--- config.mk ---
export PLATFORM = sky130hd
export DESIGN_NAME = failsafe_init_window_watchdog
export DESIGN_NICKNAME = d
export VERILOG_FILES = /design/src/rtl/failsafe_init_window_watchdog.v
export VERILOG_INCLUDE_DIRS = /design/src /design/src/rtl
export SDC_FILE = /design/constraint.sdc
export NUM_CORES = 1
export LEC_CHECK = 0
export BUFFER_PORTS_ARGS = -buffer_cell sky130_fd_sc_hd__buf_2
export CAP_MARGIN = 20
export CORE_UTILIZATION = 62
export CTS_CLUSTER_DIAMETER = 50
export CTS_CLUSTER_SIZE = 20
export DETAILED_ROUTE_END_ITERATION = 12
export PLACE_DENSITY = 0.84
export SYNTH_ARGS = -nofsm -noshare
export SYNTH_HDL_FRONTEND = slang
export SYNTH_SLANG_ARGS = --single-unit
export TNS_END_PERCENT = 5
--- constraint.sdc ---
create_clock -name clk_sys_in -period 8.2 [get_ports clk_sys_in]
set_clock_uncertainty 0.1 [all_clocks]
set_input_delay 0.41 -clock clk_sys_in [delete_from_list [all_inputs] [get_ports clk_sys_in]]
set_output_delay 0.41 -clock clk_sys_in [all_outputs]
set_load 0.03 [all_outputs]
--- src/rtl/fs_watchdog_defs.vh ---
// constants of the fail-safe init phase and window watchdog block
`ifndef FS_WATCHDOG_DEFS_VH
`define FS_WATCHDOG_DEFS_VH

// clock and time base
`define CLK_PERIOD_NS 20
`define SUBTICK_NS 62500
`define SUBTICKS_PER_MS 16
`define SUBTICK_CYCLES (`SUBTICK_NS / `CLK_PERIOD_NS)

// register indices on the plain register port
`define ADDR_INIT_DATA 8'h00
`define ADDR_COMPLEMENT 8'h01
`define ADDR_WINDOW_CONFIG 8'h02
`define ADDR_SAFETY_IO 8'h03
`define ADDR_ANSWER 8'h04
`define ADDR_SEED 8'h05
`define ADDR_STATE_STATUS 8'h06
`define ADDR_IRQ_STATUS 8'h07
`define ADDR_IRQ_MASK 8'h08

// window_config fields
`define PERIOD_LSB 0
`define PERIOD_MSB 3
`define DUTY_LSB 4
`define DUTY_MSB 6
`define PERIOD_DEFAULT 4'h3
`define PERIOD_DISABLE 4'h0
`define DUTY_DEFAULT 3'h2

// safety_io_control fields
`define REENTER_BIT 0

// functional bits of the protected init register; the rest are reserved
`define INIT_FUNC_MASK 16'h0FFF
`define INIT_DATA_RESET 16'h0000
`define COMPLEMENT_RESET 16'h0FFF
`define SEED_RESET 16'h5AB2

// fs_state_status fields
`define ST_INIT_BIT 0
`define ST_MISMATCH_BIT 1
`define ST_OPEN_BIT 2
`define ST_DISABLED_BIT 3
`define ST_ERRCNT_LSB 4
`define ST_ERRCNT_MSB 7

// interrupt status bits
`define IRQ_GOOD 0
`define IRQ_BAD_DATA 1
`define IRQ_BAD_TIMING 2
`define IRQ_INIT_TIMEOUT 3
`define IRQ_MISMATCH 4
`define IRQ_COUNT 5

// watchdog error counter
`define ERR_STEP_BAD 4'h2
`define ERR_STEP_GOOD 4'h1
`define ERR_MAX 4'hF

// init timeout per one-time-programmable select code, in ms
`define INIT_TO_MS_0 16'd256
`define INIT_TO_MS_1 16'd1024
`define INIT_TO_MS_2 16'd2048
`define INIT_TO_MS_3 16'd4096

`endif

--- src/rtl/failsafe_init_window_watchdog.v ---
// fail-safe init phase, complement-protected registers and window watchdog
//
// Operation
// [RULE_01] enter init phase when the reset output pin is released after power-on
// [RULE_02] host writes a value, then its bitwise complement into the partner register
// [RULE_03] only functional bits are compared; reserved bits are ignored
// [RULE_04] continuously compare register with complement; flag mismatch, clear on exact inverse
// [RULE_05] mismatch reporting is active only after init phase closed
// [RULE_06] first good refresh closes init; must come before selectable init timeout; the code only raises the init timeout interrupt and stays in init
// [RULE_07] re-enter request returns to init phase from any other state; the code acts on it only in the run state
// [RULE_08] each period is a closed phase then an open phase
// [RULE_09] good refresh is a correct answer inside the open phase
// [RULE_10] bad refresh: wrong answer, no answer, or answer in closed phase
// [RULE_11] every good or bad refresh restarts a fresh period at once
// [RULE_12] four-bit period field: 0 disables, 1..15 give 1 to 1024 ms, default 3 ms
// [RULE_13] new period takes effect only after the next refresh; the code also reloads it on re-entry into init with the watchdog off
// [RULE_14] disable code accepted only in init phase, effective when init closes
// [RULE_15] three-bit duty field sets closed share, applied after the next refresh
// [RULE_16] all timing derives from the single fail-safe clock
// [RULE_17] bad refresh adds two to the error count, good refresh subtracts one
// [RULE_18] period timer counts clocks; closed boundary is duty fraction of period
// [RULE_19] period and duty return to defaults on power-on reset
`timescale 1ns/100ps
`default_nettype none
`include "fs_watchdog_defs.vh"

module failsafe_init_window_watchdog (
    input wire clk_sys_in,
    input wire reset_n_in,
    input wire [7:0] addr_in,
    input wire [15:0] wdata_in,
    input wire wr_in,
    input wire rd_in,
    input wire reset_out_pin_in,
    input wire [1:0] init_timeout_select_in,
    output reg [15:0] rdata_out,
    output reg irq_out,
    output reg fs_init_phase_out,
    output reg shadow_mismatch_flag_out,
    output reg window_open_out
);

    localparam ST_WAIT_RELEASE = 2'b00;
    localparam ST_INIT = 2'b01;
    localparam ST_RUN = 2'b10;
    localparam IRQ_W = `IRQ_COUNT;

    // synchronisers for pin-side inputs
    reg rst_pin_meta;
    reg rst_pin_sync;
    reg [1:0] tsel_meta;
    reg [1:0] tsel_sync;

    reg [1:0] state;
    reg [1:0] next_state;

    reg [15:0] init_data;
    reg [15:0] complement_register;
    reg [15:0] seed;
    reg [3:0] window_period_sel;
    reg [2:0] duty_split_sel;
    reg [3:0] active_period;
    reg [2:0] active_duty;
    reg [IRQ_W-1:0] irq_mask;
    wire [IRQ_W-1:0] irq_status;
    reg [3:0] refresh_fault_count;
    reg mismatch_prev;

    reg [11:0] sub_cnt;
    reg [14:0] win_cnt;
    reg [15:0] init_ms;
    reg [3:0] ms_sub;

    // period length in ms for a period code
    function [10:0] period_ms;
        input [3:0] code;
        begin
            case (code)
                4'h1: period_ms = 11'd1;
                4'h2: period_ms = 11'd2;
                4'h3: period_ms = 11'd3;
                4'h4: period_ms = 11'd4;
                4'h5: period_ms = 11'd6;
                4'h6: period_ms = 11'd8;
                4'h7: period_ms = 11'd12;
                4'h8: period_ms = 11'd16;
                4'h9: period_ms = 11'd24;
                4'hA: period_ms = 11'd32;
                4'hB: period_ms = 11'd64;
                4'hC: period_ms = 11'd128;
                4'hD: period_ms = 11'd256;
                4'hE: period_ms = 11'd512;
                4'hF: period_ms = 11'd1024;
                default: period_ms = 11'd0;
            endcase
        end
    endfunction

    // closed share of a period in sixteenths
    function [3:0] closed_16ths;
        input [2:0] code;
        begin
            case (code)
                3'h0: closed_16ths = 4'd5;
                3'h1: closed_16ths = 4'd6;
                3'h3: closed_16ths = 4'd10;
                3'h4: closed_16ths = 4'd11;
                default: closed_16ths = 4'd8;
            endcase
        end
    endfunction

    function [15:0] init_timeout_ms;
        input [1:0] code;
        begin
            case (code)
                2'h0: init_timeout_ms = `INIT_TO_MS_0;
                2'h1: init_timeout_ms = `INIT_TO_MS_1;
                2'h2: init_timeout_ms = `INIT_TO_MS_2;
                default: init_timeout_ms = `INIT_TO_MS_3;
            endcase
        end
    endfunction

    always @(posedge clk_sys_in or negedge reset_n_in) begin
        if (!reset_n_in) begin
            rst_pin_meta <= 1'b0;
            rst_pin_sync <= 1'b0;
            tsel_meta <= 2'h0;
            tsel_sync <= 2'h0;
        end else begin
            rst_pin_meta <= reset_out_pin_in;
            rst_pin_sync <= rst_pin_meta;
            tsel_meta <= init_timeout_select_in;
            tsel_sync <= tsel_meta;
        end
    end

    // register port decode
    wire wr_data = wr_in && (addr_in == `ADDR_INIT_DATA);
    wire wr_comp = wr_in && (addr_in == `ADDR_COMPLEMENT);
    wire wr_cfg = wr_in && (addr_in == `ADDR_WINDOW_CONFIG);
    wire wr_io = wr_in && (addr_in == `ADDR_SAFETY_IO);
    wire wr_answer = wr_in && (addr_in == `ADDR_ANSWER);
    wire wr_seed = wr_in && (addr_in == `ADDR_SEED);
    wire wr_mask = wr_in && (addr_in == `ADDR_IRQ_MASK);
    wire rd_irq = rd_in && (addr_in == `ADDR_IRQ_STATUS);

    wire in_init = (state == ST_INIT);
    wire wd_disabled = (active_period == `PERIOD_DISABLE);

    // [RULE_16] sub-tick of 1/16 ms from the one clock
    wire sub_tick = (sub_cnt == `SUBTICK_CYCLES - 1);

    // [RULE_18] period and closed boundary in sub-ticks
    wire [14:0] period_len = {period_ms(active_period), 4'h0};
    wire [14:0] closed_len = period_ms(active_period) * closed_16ths(active_duty);

    // [RULE_08] open once the closed share has elapsed
    wire window_open = (win_cnt >= closed_len);
    wire period_end = sub_tick && (win_cnt == period_len - 15'd1);

    wire wd_running = (state != ST_WAIT_RELEASE) && !wd_disabled;
    wire answer_ok = (wdata_in == seed);

    // [RULE_09] correct answer inside open phase
    wire good_refresh = wd_running && wr_answer && window_open && answer_ok;
    // [RULE_10] wrong data in open phase
    wire bad_data = wd_running && wr_answer && window_open && !answer_ok;
    // [RULE_10] answer in closed phase, or no answer by period end
    wire bad_timing = wd_running && ((wr_answer && !window_open) || (period_end && !wr_answer));
    wire bad_refresh = bad_data || bad_timing;
    // [RULE_11] any refresh starts a new period
    wire restart_period = good_refresh || bad_refresh;

    wire init_ms_tick = sub_tick && (ms_sub == `SUBTICKS_PER_MS - 1);
    // [RULE_06] timeout if init not closed in time
    wire init_timeout = in_init && init_ms_tick && (init_ms == init_timeout_ms(tsel_sync) - 16'd1);

    // [RULE_03] only functional bits take part
    // [RULE_04] exact inverse clears the flag
    wire pair_mismatch = (((init_data ^ complement_register) & `INIT_FUNC_MASK) != `INIT_FUNC_MASK);
    // [RULE_05] reporting only after init closed
    wire mismatch_live = (state == ST_RUN) && pair_mismatch;

    wire reenter = wr_io && wdata_in[`REENTER_BIT];

    always @* begin
        next_state = state;
        case (state)
            ST_WAIT_RELEASE: begin
                // [RULE_01] init on pin release
                if (rst_pin_sync) begin
                    next_state = ST_INIT;
                end
            end
            ST_INIT: begin
                // [RULE_06] first good refresh closes init
                if (good_refresh) begin
                    next_state = ST_RUN;
                end
            end
            ST_RUN: begin
                // [RULE_07] re-enter from the run state only; a request while waiting for pin release is ignored
                if (reenter) begin
                    next_state = ST_INIT;
                end
            end
            default: begin
                next_state = ST_WAIT_RELEASE;
            end
        endcase
        if (!rst_pin_sync) begin
            next_state = ST_WAIT_RELEASE;
        end
    end

    always @(posedge clk_sys_in or negedge reset_n_in) begin
        if (!reset_n_in) begin
            state <= ST_WAIT_RELEASE;
        end else begin
            state <= next_state;
        end
    end

    // time base restarts with each period, else the closed phase could lose up to a sub-tick
    always @(posedge clk_sys_in or negedge reset_n_in) begin
        if (!reset_n_in) begin
            sub_cnt <= 12'h000;
            win_cnt <= 15'h0000;
        end else begin
            // [RULE_11] restart on refresh, init entry or when stopped
            if (restart_period || !wd_running || (next_state == ST_INIT && state != ST_INIT)) begin
                sub_cnt <= 12'h000;
                win_cnt <= 15'h0000;
            end else if (sub_tick) begin
                sub_cnt <= 12'h000;
                win_cnt <= win_cnt + 15'h0001;
            end else begin
                sub_cnt <= sub_cnt + 12'h001;
            end
        end
    end

    // init timeout counter, rearmed on each expiry so the host can still close init
    always @(posedge clk_sys_in or negedge reset_n_in) begin
        if (!reset_n_in) begin
            init_ms <= 16'h0000;
            ms_sub <= 4'h0;
        end else if (!in_init || init_timeout) begin
            init_ms <= 16'h0000;
            ms_sub <= 4'h0;
        end else if (sub_tick) begin
            ms_sub <= ms_sub + 4'h1;
            if (init_ms_tick) begin
                init_ms <= init_ms + 16'h0001;
            end
        end
    end

    // software registers
    always @(posedge clk_sys_in or negedge reset_n_in) begin
        if (!reset_n_in) begin
            init_data <= `INIT_DATA_RESET;
            complement_register <= `COMPLEMENT_RESET;
            seed <= `SEED_RESET;
            irq_mask <= {IRQ_W{1'b0}};
            // [RULE_19] defaults on power-on reset
            window_period_sel <= `PERIOD_DEFAULT;
            duty_split_sel <= `DUTY_DEFAULT;
        end else begin
            // [RULE_02] protected pair written in init phase only
            if (wr_data && in_init) begin
                init_data <= wdata_in;
            end
            if (wr_comp && in_init) begin
                complement_register <= wdata_in;
            end
            if (wr_seed && in_init) begin
                seed <= wdata_in;
            end
            if (wr_mask) begin
                irq_mask <= wdata_in[IRQ_W-1:0];
            end
            if (wr_cfg) begin
                duty_split_sel <= wdata_in[`DUTY_MSB:`DUTY_LSB];
                // [RULE_14] disable code refused outside init
                if (in_init || wdata_in[`PERIOD_MSB:`PERIOD_LSB] != `PERIOD_DISABLE) begin
                    window_period_sel <= wdata_in[`PERIOD_MSB:`PERIOD_LSB];
                end
            end
        end
    end

    // settings in force; a refresh copies the pending ones (a disable only as init closes); re-entry into init with the watchdog off reloads the period
    always @(posedge clk_sys_in or negedge reset_n_in) begin
        if (!reset_n_in) begin
            active_period <= `PERIOD_DEFAULT;
            active_duty <= `DUTY_DEFAULT;
        end else if (restart_period) begin
            // [RULE_13] period applied from the next period
            // [RULE_15] duty applied from the next period
            active_duty <= duty_split_sel;
            // [RULE_14] disable only takes effect as init closes
            if (window_period_sel != `PERIOD_DISABLE || (in_init && good_refresh)) begin
                active_period <= window_period_sel;
            end
        end else if (next_state == ST_INIT && state == ST_RUN && wd_disabled) begin
            // re-entered init with the watchdog off: resume at the pending or default period
            active_period <= (window_period_sel == `PERIOD_DISABLE) ? `PERIOD_DEFAULT : window_period_sel;
        end
    end

    // [RULE_17] error counter, saturating both ways
    always @(posedge clk_sys_in or negedge reset_n_in) begin
        if (!reset_n_in) begin
            refresh_fault_count <= 4'h0;
        end else if (bad_refresh) begin
            if (refresh_fault_count > `ERR_MAX - `ERR_STEP_BAD) begin
                refresh_fault_count <= `ERR_MAX;
            end else begin
                refresh_fault_count <= refresh_fault_count + `ERR_STEP_BAD;
            end
        end else if (good_refresh && refresh_fault_count != 4'h0) begin
            refresh_fault_count <= refresh_fault_count - `ERR_STEP_GOOD;
        end
    end

    always @(posedge clk_sys_in or negedge reset_n_in) begin
        if (!reset_n_in) begin
            mismatch_prev <= 1'b0;
        end else begin
            mismatch_prev <= mismatch_live;
        end
    end

    wire [IRQ_W-1:0] irq_event;
    assign irq_event[`IRQ_GOOD] = good_refresh;
    assign irq_event[`IRQ_BAD_DATA] = bad_data;
    assign irq_event[`IRQ_BAD_TIMING] = bad_timing;
    assign irq_event[`IRQ_INIT_TIMEOUT] = init_timeout;
    assign irq_event[`IRQ_MISMATCH] = mismatch_live && !mismatch_prev;

    // sticky status, cleared by reading; a new event in the read cycle survives
    genvar gi;
    generate
        for (gi = 0; gi < IRQ_W; gi = gi + 1) begin : g_irq
            reg sticky;
            always @(posedge clk_sys_in or negedge reset_n_in) begin
                if (!reset_n_in) begin
                    sticky <= 1'b0;
                end else if (irq_event[gi]) begin
                    sticky <= 1'b1;
                end else if (rd_irq) begin
                    sticky <= 1'b0;
                end
            end
            assign irq_status[gi] = sticky;
        end
    endgenerate

    // read data and flopped outputs
    always @(posedge clk_sys_in or negedge reset_n_in) begin
        if (!reset_n_in) begin
            rdata_out <= 16'h0000;
            irq_out <= 1'b0;
            fs_init_phase_out <= 1'b0;
            shadow_mismatch_flag_out <= 1'b0;
            window_open_out <= 1'b0;
        end else begin
            irq_out <= |(irq_status & irq_mask);
            fs_init_phase_out <= in_init;
            shadow_mismatch_flag_out <= mismatch_live;
            window_open_out <= wd_running && window_open;
            rdata_out <= 16'h0000;
            if (rd_in) begin
                case (addr_in)
                    `ADDR_INIT_DATA: rdata_out <= init_data;
                    `ADDR_COMPLEMENT: rdata_out <= complement_register;
                    `ADDR_WINDOW_CONFIG: begin
                        rdata_out[`PERIOD_MSB:`PERIOD_LSB] <= window_period_sel;
                        rdata_out[`DUTY_MSB:`DUTY_LSB] <= duty_split_sel;
                    end
                    `ADDR_SEED: rdata_out <= seed;
                    `ADDR_STATE_STATUS: begin
                        rdata_out[`ST_INIT_BIT] <= in_init;
                        rdata_out[`ST_MISMATCH_BIT] <= mismatch_live;
                        rdata_out[`ST_OPEN_BIT] <= wd_running && window_open;
                        rdata_out[`ST_DISABLED_BIT] <= wd_disabled;
                        rdata_out[`ST_ERRCNT_MSB:`ST_ERRCNT_LSB] <= refresh_fault_count;
                    end
                    `ADDR_IRQ_STATUS: rdata_out[IRQ_W-1:0] <= irq_status;
                    `ADDR_IRQ_MASK: rdata_out[IRQ_W-1:0] <= irq_mask;
                    default: rdata_out <= 16'h0000;
                endcase
            end
        end
    end

endmodule // failsafe_init_window_watchdog

`default_nettype wire

# Word level (Yosys, flattened, before mapping)

Memories as Yosys holds them, arrays and structs flattened.
Cells that the tools add are included.

Register bits: 151
Bits in latches: 0
Memory bits (writable): 0
ROM bits: 352
Input bits: 31
Output and inout port bits: 20
Logic and storage cells: 171
Memories: 2

Memory list:

| name             | depth | width | read ports | clocked after Yosys merged registers in | wr ports | RTL line                           | RTL |
|---|---|---|---|---|---|---|---|
| (name not given) | 16    | 11    | 1          | 0                                       | 0        | failsafe_init_window_watchdog.v:78 | `case (code)` |
| (name not given) | 16    | 11    | 1          | 0                                       | 0        | failsafe_init_window_watchdog.v:78 |  |

$add $sub $neg: 8
Multiply operators: 1
Div/mod/pow operators: 0
$lt $le $gt $ge: 2
Eq/ne operators: 24
Shift-type cells: 0
Multiplexer cells: 33
Bitwise gates (word level): 2
Reduce and logical (&&, ||, !) cells: 71

Operator list:

| cell                                                 | count |
|---|---|
| two-way mux 16 bit                                   | 4 |
| case mux 13 bit (3 select lines)                     | 1 |
| two-way mux 4 bit                                    | 9 |
| case mux 5 bit (7 select lines)                      | 1 |
| equality test 16 bit                                 | 2 |
| equality test 8 x 3 -> 1 bit (second input constant) | 4 |
| logical AND 1 bit                                    | 32 |
| two-way mux 15 bit                                   | 2 |
| two-way mux 12 bit                                   | 2 |
| case mux 8 bit (3 select lines)                      | 1 |
| nonzero test 2 bit                                   | 11 |
| adder 16 x 1 -> 16 bit (second input constant)       | 1 |
| equality test 8 x 2 -> 1 bit (second input constant) | 2 |
| case mux 4 bit (4 select lines)                      | 1 |
| subtractor 16 x 1 -> 16 bit (second input constant)  | 1 |
| adder 15 x 1 -> 15 bit (second input constant)       | 1 |
| equality test 15 bit                                 | 1 |
| >= comparator 15 bit                                 | 1 |
| multiplier 11 x 4 -> 15 bit                          | 1 |
| subtractor 15 x 1 -> 15 bit (second input constant)  | 1 |
| adder 12 x 1 -> 12 bit (second input constant)       | 1 |
| equality test 12 bit (second input constant)         | 1 |
| != test 12 bit (second input constant)               | 1 |
| nonzero test 4 bit                                   | 3 |
| 28 further kinds                                     | 56 |

# Depth between registers and ports, before layout

Depth after elaboration: 14
Depth in mapped cells: 28
Depth with buffers taken out: 26

# Worst setup path after synthesis

OpenSTA, ideal clock, no wires.

Path type: register -> register
Start: register active_period[2]
End: register active_period[3]
Setup time: 0.125 ns
Data arrival time: 5.942 ns
Data required time: 7.975 ns
Setup slack: 2.033 ns
Stages on the path, launching flop included: 26
Path buffers: 3
Period minus slack after synthesis: 6.167 ns
Cell sequence: dfrtp_1 > buf_2 > buf_2 > nor2_1 > a21oi_1 > or2_2 > clkbuf_1 > nor2_1 > fa_1 > fa_1 > fa_1 > a21o_1 > a21oi_1 > nor2b_1 > o211ai_1 > nand2_1 > a21oi_1 > xor2_1 > ha_1 > a22o_1 > or4_4 > a221oi_4 > a21boi_4 > a21boi_2 > o32ai_4 > mux2_4

Longest elaborated chain between the ends: 14
Elaborated cells between the ends (all ways): 33
Classes of those cells: add/sub: 1; mul: 1; order compare: 1; eq/ne: 3; mux: 4; reduce/logical: 21; memory: 2

RTL lines:

| what                                                                 | RTL line                            | RTL |
|---|---|---|
| start, declared                                                      | failsafe_init_window_watchdog.v:62  | `reg [3:0] active_period;` |
| start signal, assigned                                               | failsafe_init_window_watchdog.v:298 | `` active_period <= `PERIOD_DEFAULT; `` |
| start signal, assigned                                               | failsafe_init_window_watchdog.v:306 | `active_period <= window_period_sel;` |
| start signal, assigned                                               | failsafe_init_window_watchdog.v:310 | `` active_period <= (window_period_sel == `PERIOD_DISABLE) ? `PERIOD_DEFAULT : window_period_sel; `` |
| branches (longest 14 deep; another with multiplier 11 x 4 -> 15 bit) | -                                   |  |

Parallel ways; which one is timed is not known.
A chain may end at the register's enable or synchronous reset.

# Worst setup path in the final report

Start: register active_period[3]
End: register active_period[2]

The elaborated chain is that of the path after synthesis.

==> qor.yml <==
placement:
  dp_hpwl_mm: 15.37
  place_area_sq_um: 9763
  io_buffers: 50
  place.gp.congestion: 0.9261
setup_path:
  crit_fanout: 34
  criticalPathCategory: "reg2reg"
  cp-start-kind: "register"
  crit_buf_inv: 0
  end_kind: "register"
  crit_family: "compound AO/OA/AOI/OAI gates"
  cp.arrival_ps: 6930
  cp_cell_sequence: "nor2b_1 > o21ai_1 > nor2_1 > fa_1 > fa_1 > fa_1 > a21o_1 > a21oi_1 > nor2b_1 > o211ai_1 > nand2_1 > a21oi_1 > xor2_1 > ha_1 > a22o_1 > or4_4 > a221oi_4 > a21boi_4 > a21boi_2 > o32ai_4 > mux2_4"
  slowest_delay_ps: 930
  worstPathRequired_ps: 8410
  slowest_stage: "dfrtp_1"
  crit_top_cell: "fa_1"
synthesis:
  ys_types: 82
  synth-seq-area-share_pct: 40.41
  syn_area_sq_um: 9432
  synthesis.nets: 1025
  ys_warn_count: 0
  syn_area_per_cell_sq_um: 10.13
  synth_edf_count: 0
  yosys_register_bits: 151
  ys.flop_type: "dfrtp_1"
  async_reset_ff_share_pct: 100.0
  syn_inst: 931
timing:
  rsz0062_at_grt: "no"
  setup-tns-final_ps: 0
  worst_slew_pin_slew_ps: 984.9
  finalCritPeriodShare_pct: 81.88
  clock.fmax_mhz: 148.9
  finalMaxSlewViolations: 0
  period_minus_slack_ps: 6714
  hold_viol_final: 0
  maxSlewHeadroom_pct: 34.10
  finalSetupViolCount: 0
clock_tree:
  cts_tree: "built"
  cts_buffers: 17
  clkTransAtPathRegs_ps: 70
  cts.sinks: 151
  clock_path_buffers: 2
  h-tree-depth: 4
  root_buffer: "clkbuf_16"
  clk_latency_ps: 430
  post_cts_buffers: 0
power_and_ir_drop:
  power_frac_comb_pct: 4.3
  power_frac_clock_pct: 48.8
  powerDensity_nw_per_um2: 158.3
  power_frac_seq_pct: 46.9
  irDropWorstVdd_mv: 0.2240
  p_total_mw: 1.650
  p_int_mw: 1.227
  p_switching_mw: 0.4223
  swShare_pct: 25.60
  leakage_nw: 4.756
grt:
  antenna_found_initial: 0
  grtUsageMet1_pct: 39.72
  grt.busiest_layer: "met2"
  grt_max_degree: 97
  met2_usage_pct: 49.16
  grt_pass1_wl_mm: 36.65
  grt_usage_pct: 30.00
  grt_pass1_vias: 7074
  use_met3_pct: 5.520
  grt_overflow: 0
drt:
  routed_wl_mm: 22.35
  drt-initial-drc-count: 722
  drc: 0
  ant_nets: 0
  vias: 7320
  first_pass_iters: 6
  wire_per_inst_microns: 19.19
  viasPerCell: 6.283
run_status:
  status: "completed"
final_layout:
  regArea_sq_um: 3811
  drive_gt1_share_pct: 21.71
  utilization_pct: 70.87
  final_area_sq_um: 10420
  num-fill-cells: 1052
  nNetsFinal: 1062
  diodes: 0
  multiInputGateArea_sq_um: 5281
  areaGrowthSynthToFinish_pct: 10.45
die:
  initial_utilization_pct: 64.16
  io_pins: 51
  core-area_sq_um: 14700
  dieHeight_microns: 125.3
  placementRows: 44
  die_w_microns: 125.3
  die-area_sq_um: 15710
worst_hold_path:
  min-delay-path-class: "in2reg"
flow_run:
  drv_cap: 0
path summary, 6_finish.rpt:
check / startpoint / end / slack (ps) / cells past startpoint
min in group asynchronous: reset_n_in / rdata_out[12] / 530 / 2
worst min-delay path: reset_out_pin_in / rst_pin_meta / 20 / 1
worst max-delay path: active_period[3] / active_period[2] / 1490 / 21
worst max register to register: active_period[3] / active_period[2] / 1490 / 21
worst min register to register: tsel_meta[0] / tsel_sync[0] / 250 / 0
max in group asynchronous: reset_n_in / active_duty[2] / 6210 / 3
power by group through the flow:
| stage | logic [mW] | registers [mW] | clock network, mW |
|---|---|---|---|
| finish | 0.0707 | 0.773 | 0.806 |
| global route | 0.0776 | 0.774 | 0.847 |
| CTS | 0.0712 | 0.772 | 0.814 |
| detailed placement | 0.0685 | 0.786 | 0 |
| global placement | 0.0667 | 0.785 | 0 |
| floorplan | 0.0302 | 0.783 | 0 |
worst reg2reg max path, cell delays in order, from the launching register on:
cell      delay [ps]
dfrtp_1          930
nor2b_1          240
o21ai_1          340
nor2_1           140
fa_1             580
fa_1             470
fa_1             470
a21o_1           200
a21oi_1          210
nor2b_1           90
o211ai_1         160
nand2_1           90
a21oi_1          190
xor2_1           190
ha_1             280
a22o_1           190
or4_4            500
a221oi_4         380
a21boi_4         160
a21boi_2         220
o32ai_4          140
mux2_4           330
layout make-up:
type	count	area share [%]
clock inverter	15	1.910
inverter	41	1.477
multi-input combinational	700	50.70
tap	184	2.210
timing repair buffer	57	3.039
sequential	151	36.58
clock buffer	17	4.084
what timing repair did:
action,in CTS,in global routing
hold endpoints to repair,4,0
resized for setup,0,0
hold buffers,3,0
flip-flops by register name, summed over array words and instances (netlist names), 3 cells and up:
| register | cells |
|---|---|
| window_period_sel | 4 |
| irq_mask | 5 |
| seed | 16 |
| refresh_fault_count | 4 |
| sub_cnt | 12 |
| ms_sub | 4 |
| duty_split_sel | 3 |
| g_irq.sticky | 5 |
| active_duty | 3 |
| init_ms | 16 |
| active_period | 4 |
| complement_register | 16 |
| rdata_out | 16 |
| win_cnt | 15 |
| init_data | 16 |
placed cells by master (no fill, tap or decap), drive strengths merged, types with 5 or more instances in the layout:
cell type and n:
a21boi 5, or2 8, xnor2 36, nand4 19
a31oi 8, nand2b 16, a21oi 35, mux2i 12
clkbuf 17, a22oi 12, nand3 33, and3 15
o21ai 20, dfstp 26, a21o 6, a221oi 5
or3 5, nor2 108, buf 54, dfrtp 125
xor2 49, nand2 70, nor3 21, inv 49
a222oi 12, nor2b 9, ha 45, mux2 69
clkinv 5, fa 18, nor4 13
synth_stat cells (all sizes together) (21+ instances only):
cell type	count	share of area, %
dfstp	26	7.2
nor2	108	4.3
nand3	33	1.9
mux2	69	8.3
a21oi	35	1.9
xor2	49	4.6
dfrtp	125	33
inv	41	1.6
xnor2	36	3.3
ha	45	6.0
nand2	70	2.8
nor3	21	1.3
metrics by stage:
| step | cells | setup WS [ps] | hold WS, ps |
|---|---|---|---|
| 2_1_floorplan | 931 | 2033 | 14.41 |
| 3_3_place_gp | 1130 | 1737 | 233.9 |
| 3_5_place_dp | 1130 | 1644 | 235.8 |
| 4_1_cts | 1165 | 1554 | 6.043 |
| 5_1_grt | 1165 | 1121 | 3.214 |
| 6_report | 1165 | 1486 | 15.90 |
per-layer routing:
metal  wire [microns]  share of wire [%]  vias up
met5                0                  0        -
met4              624                2.8        0
met3             1544                6.9       54
met2            10880                 49      312
met1             9302                 42     3587
li1                 -                  -     3367
kinds of logic after synthesis:
kind of cell,count (synthesis),share of synthesized area [%]
DFF,151,40.41
and+or+nand+nor,342,18.61
adders and majority gates,63,9.790
muxes,81,9.591
xor gates and xnor gates,85,7.893
buffers and inverters,80,3.648
AOI/OAI and AO/OA,129,10.06
Note: power is estimated with default switching activity, not from simulation.
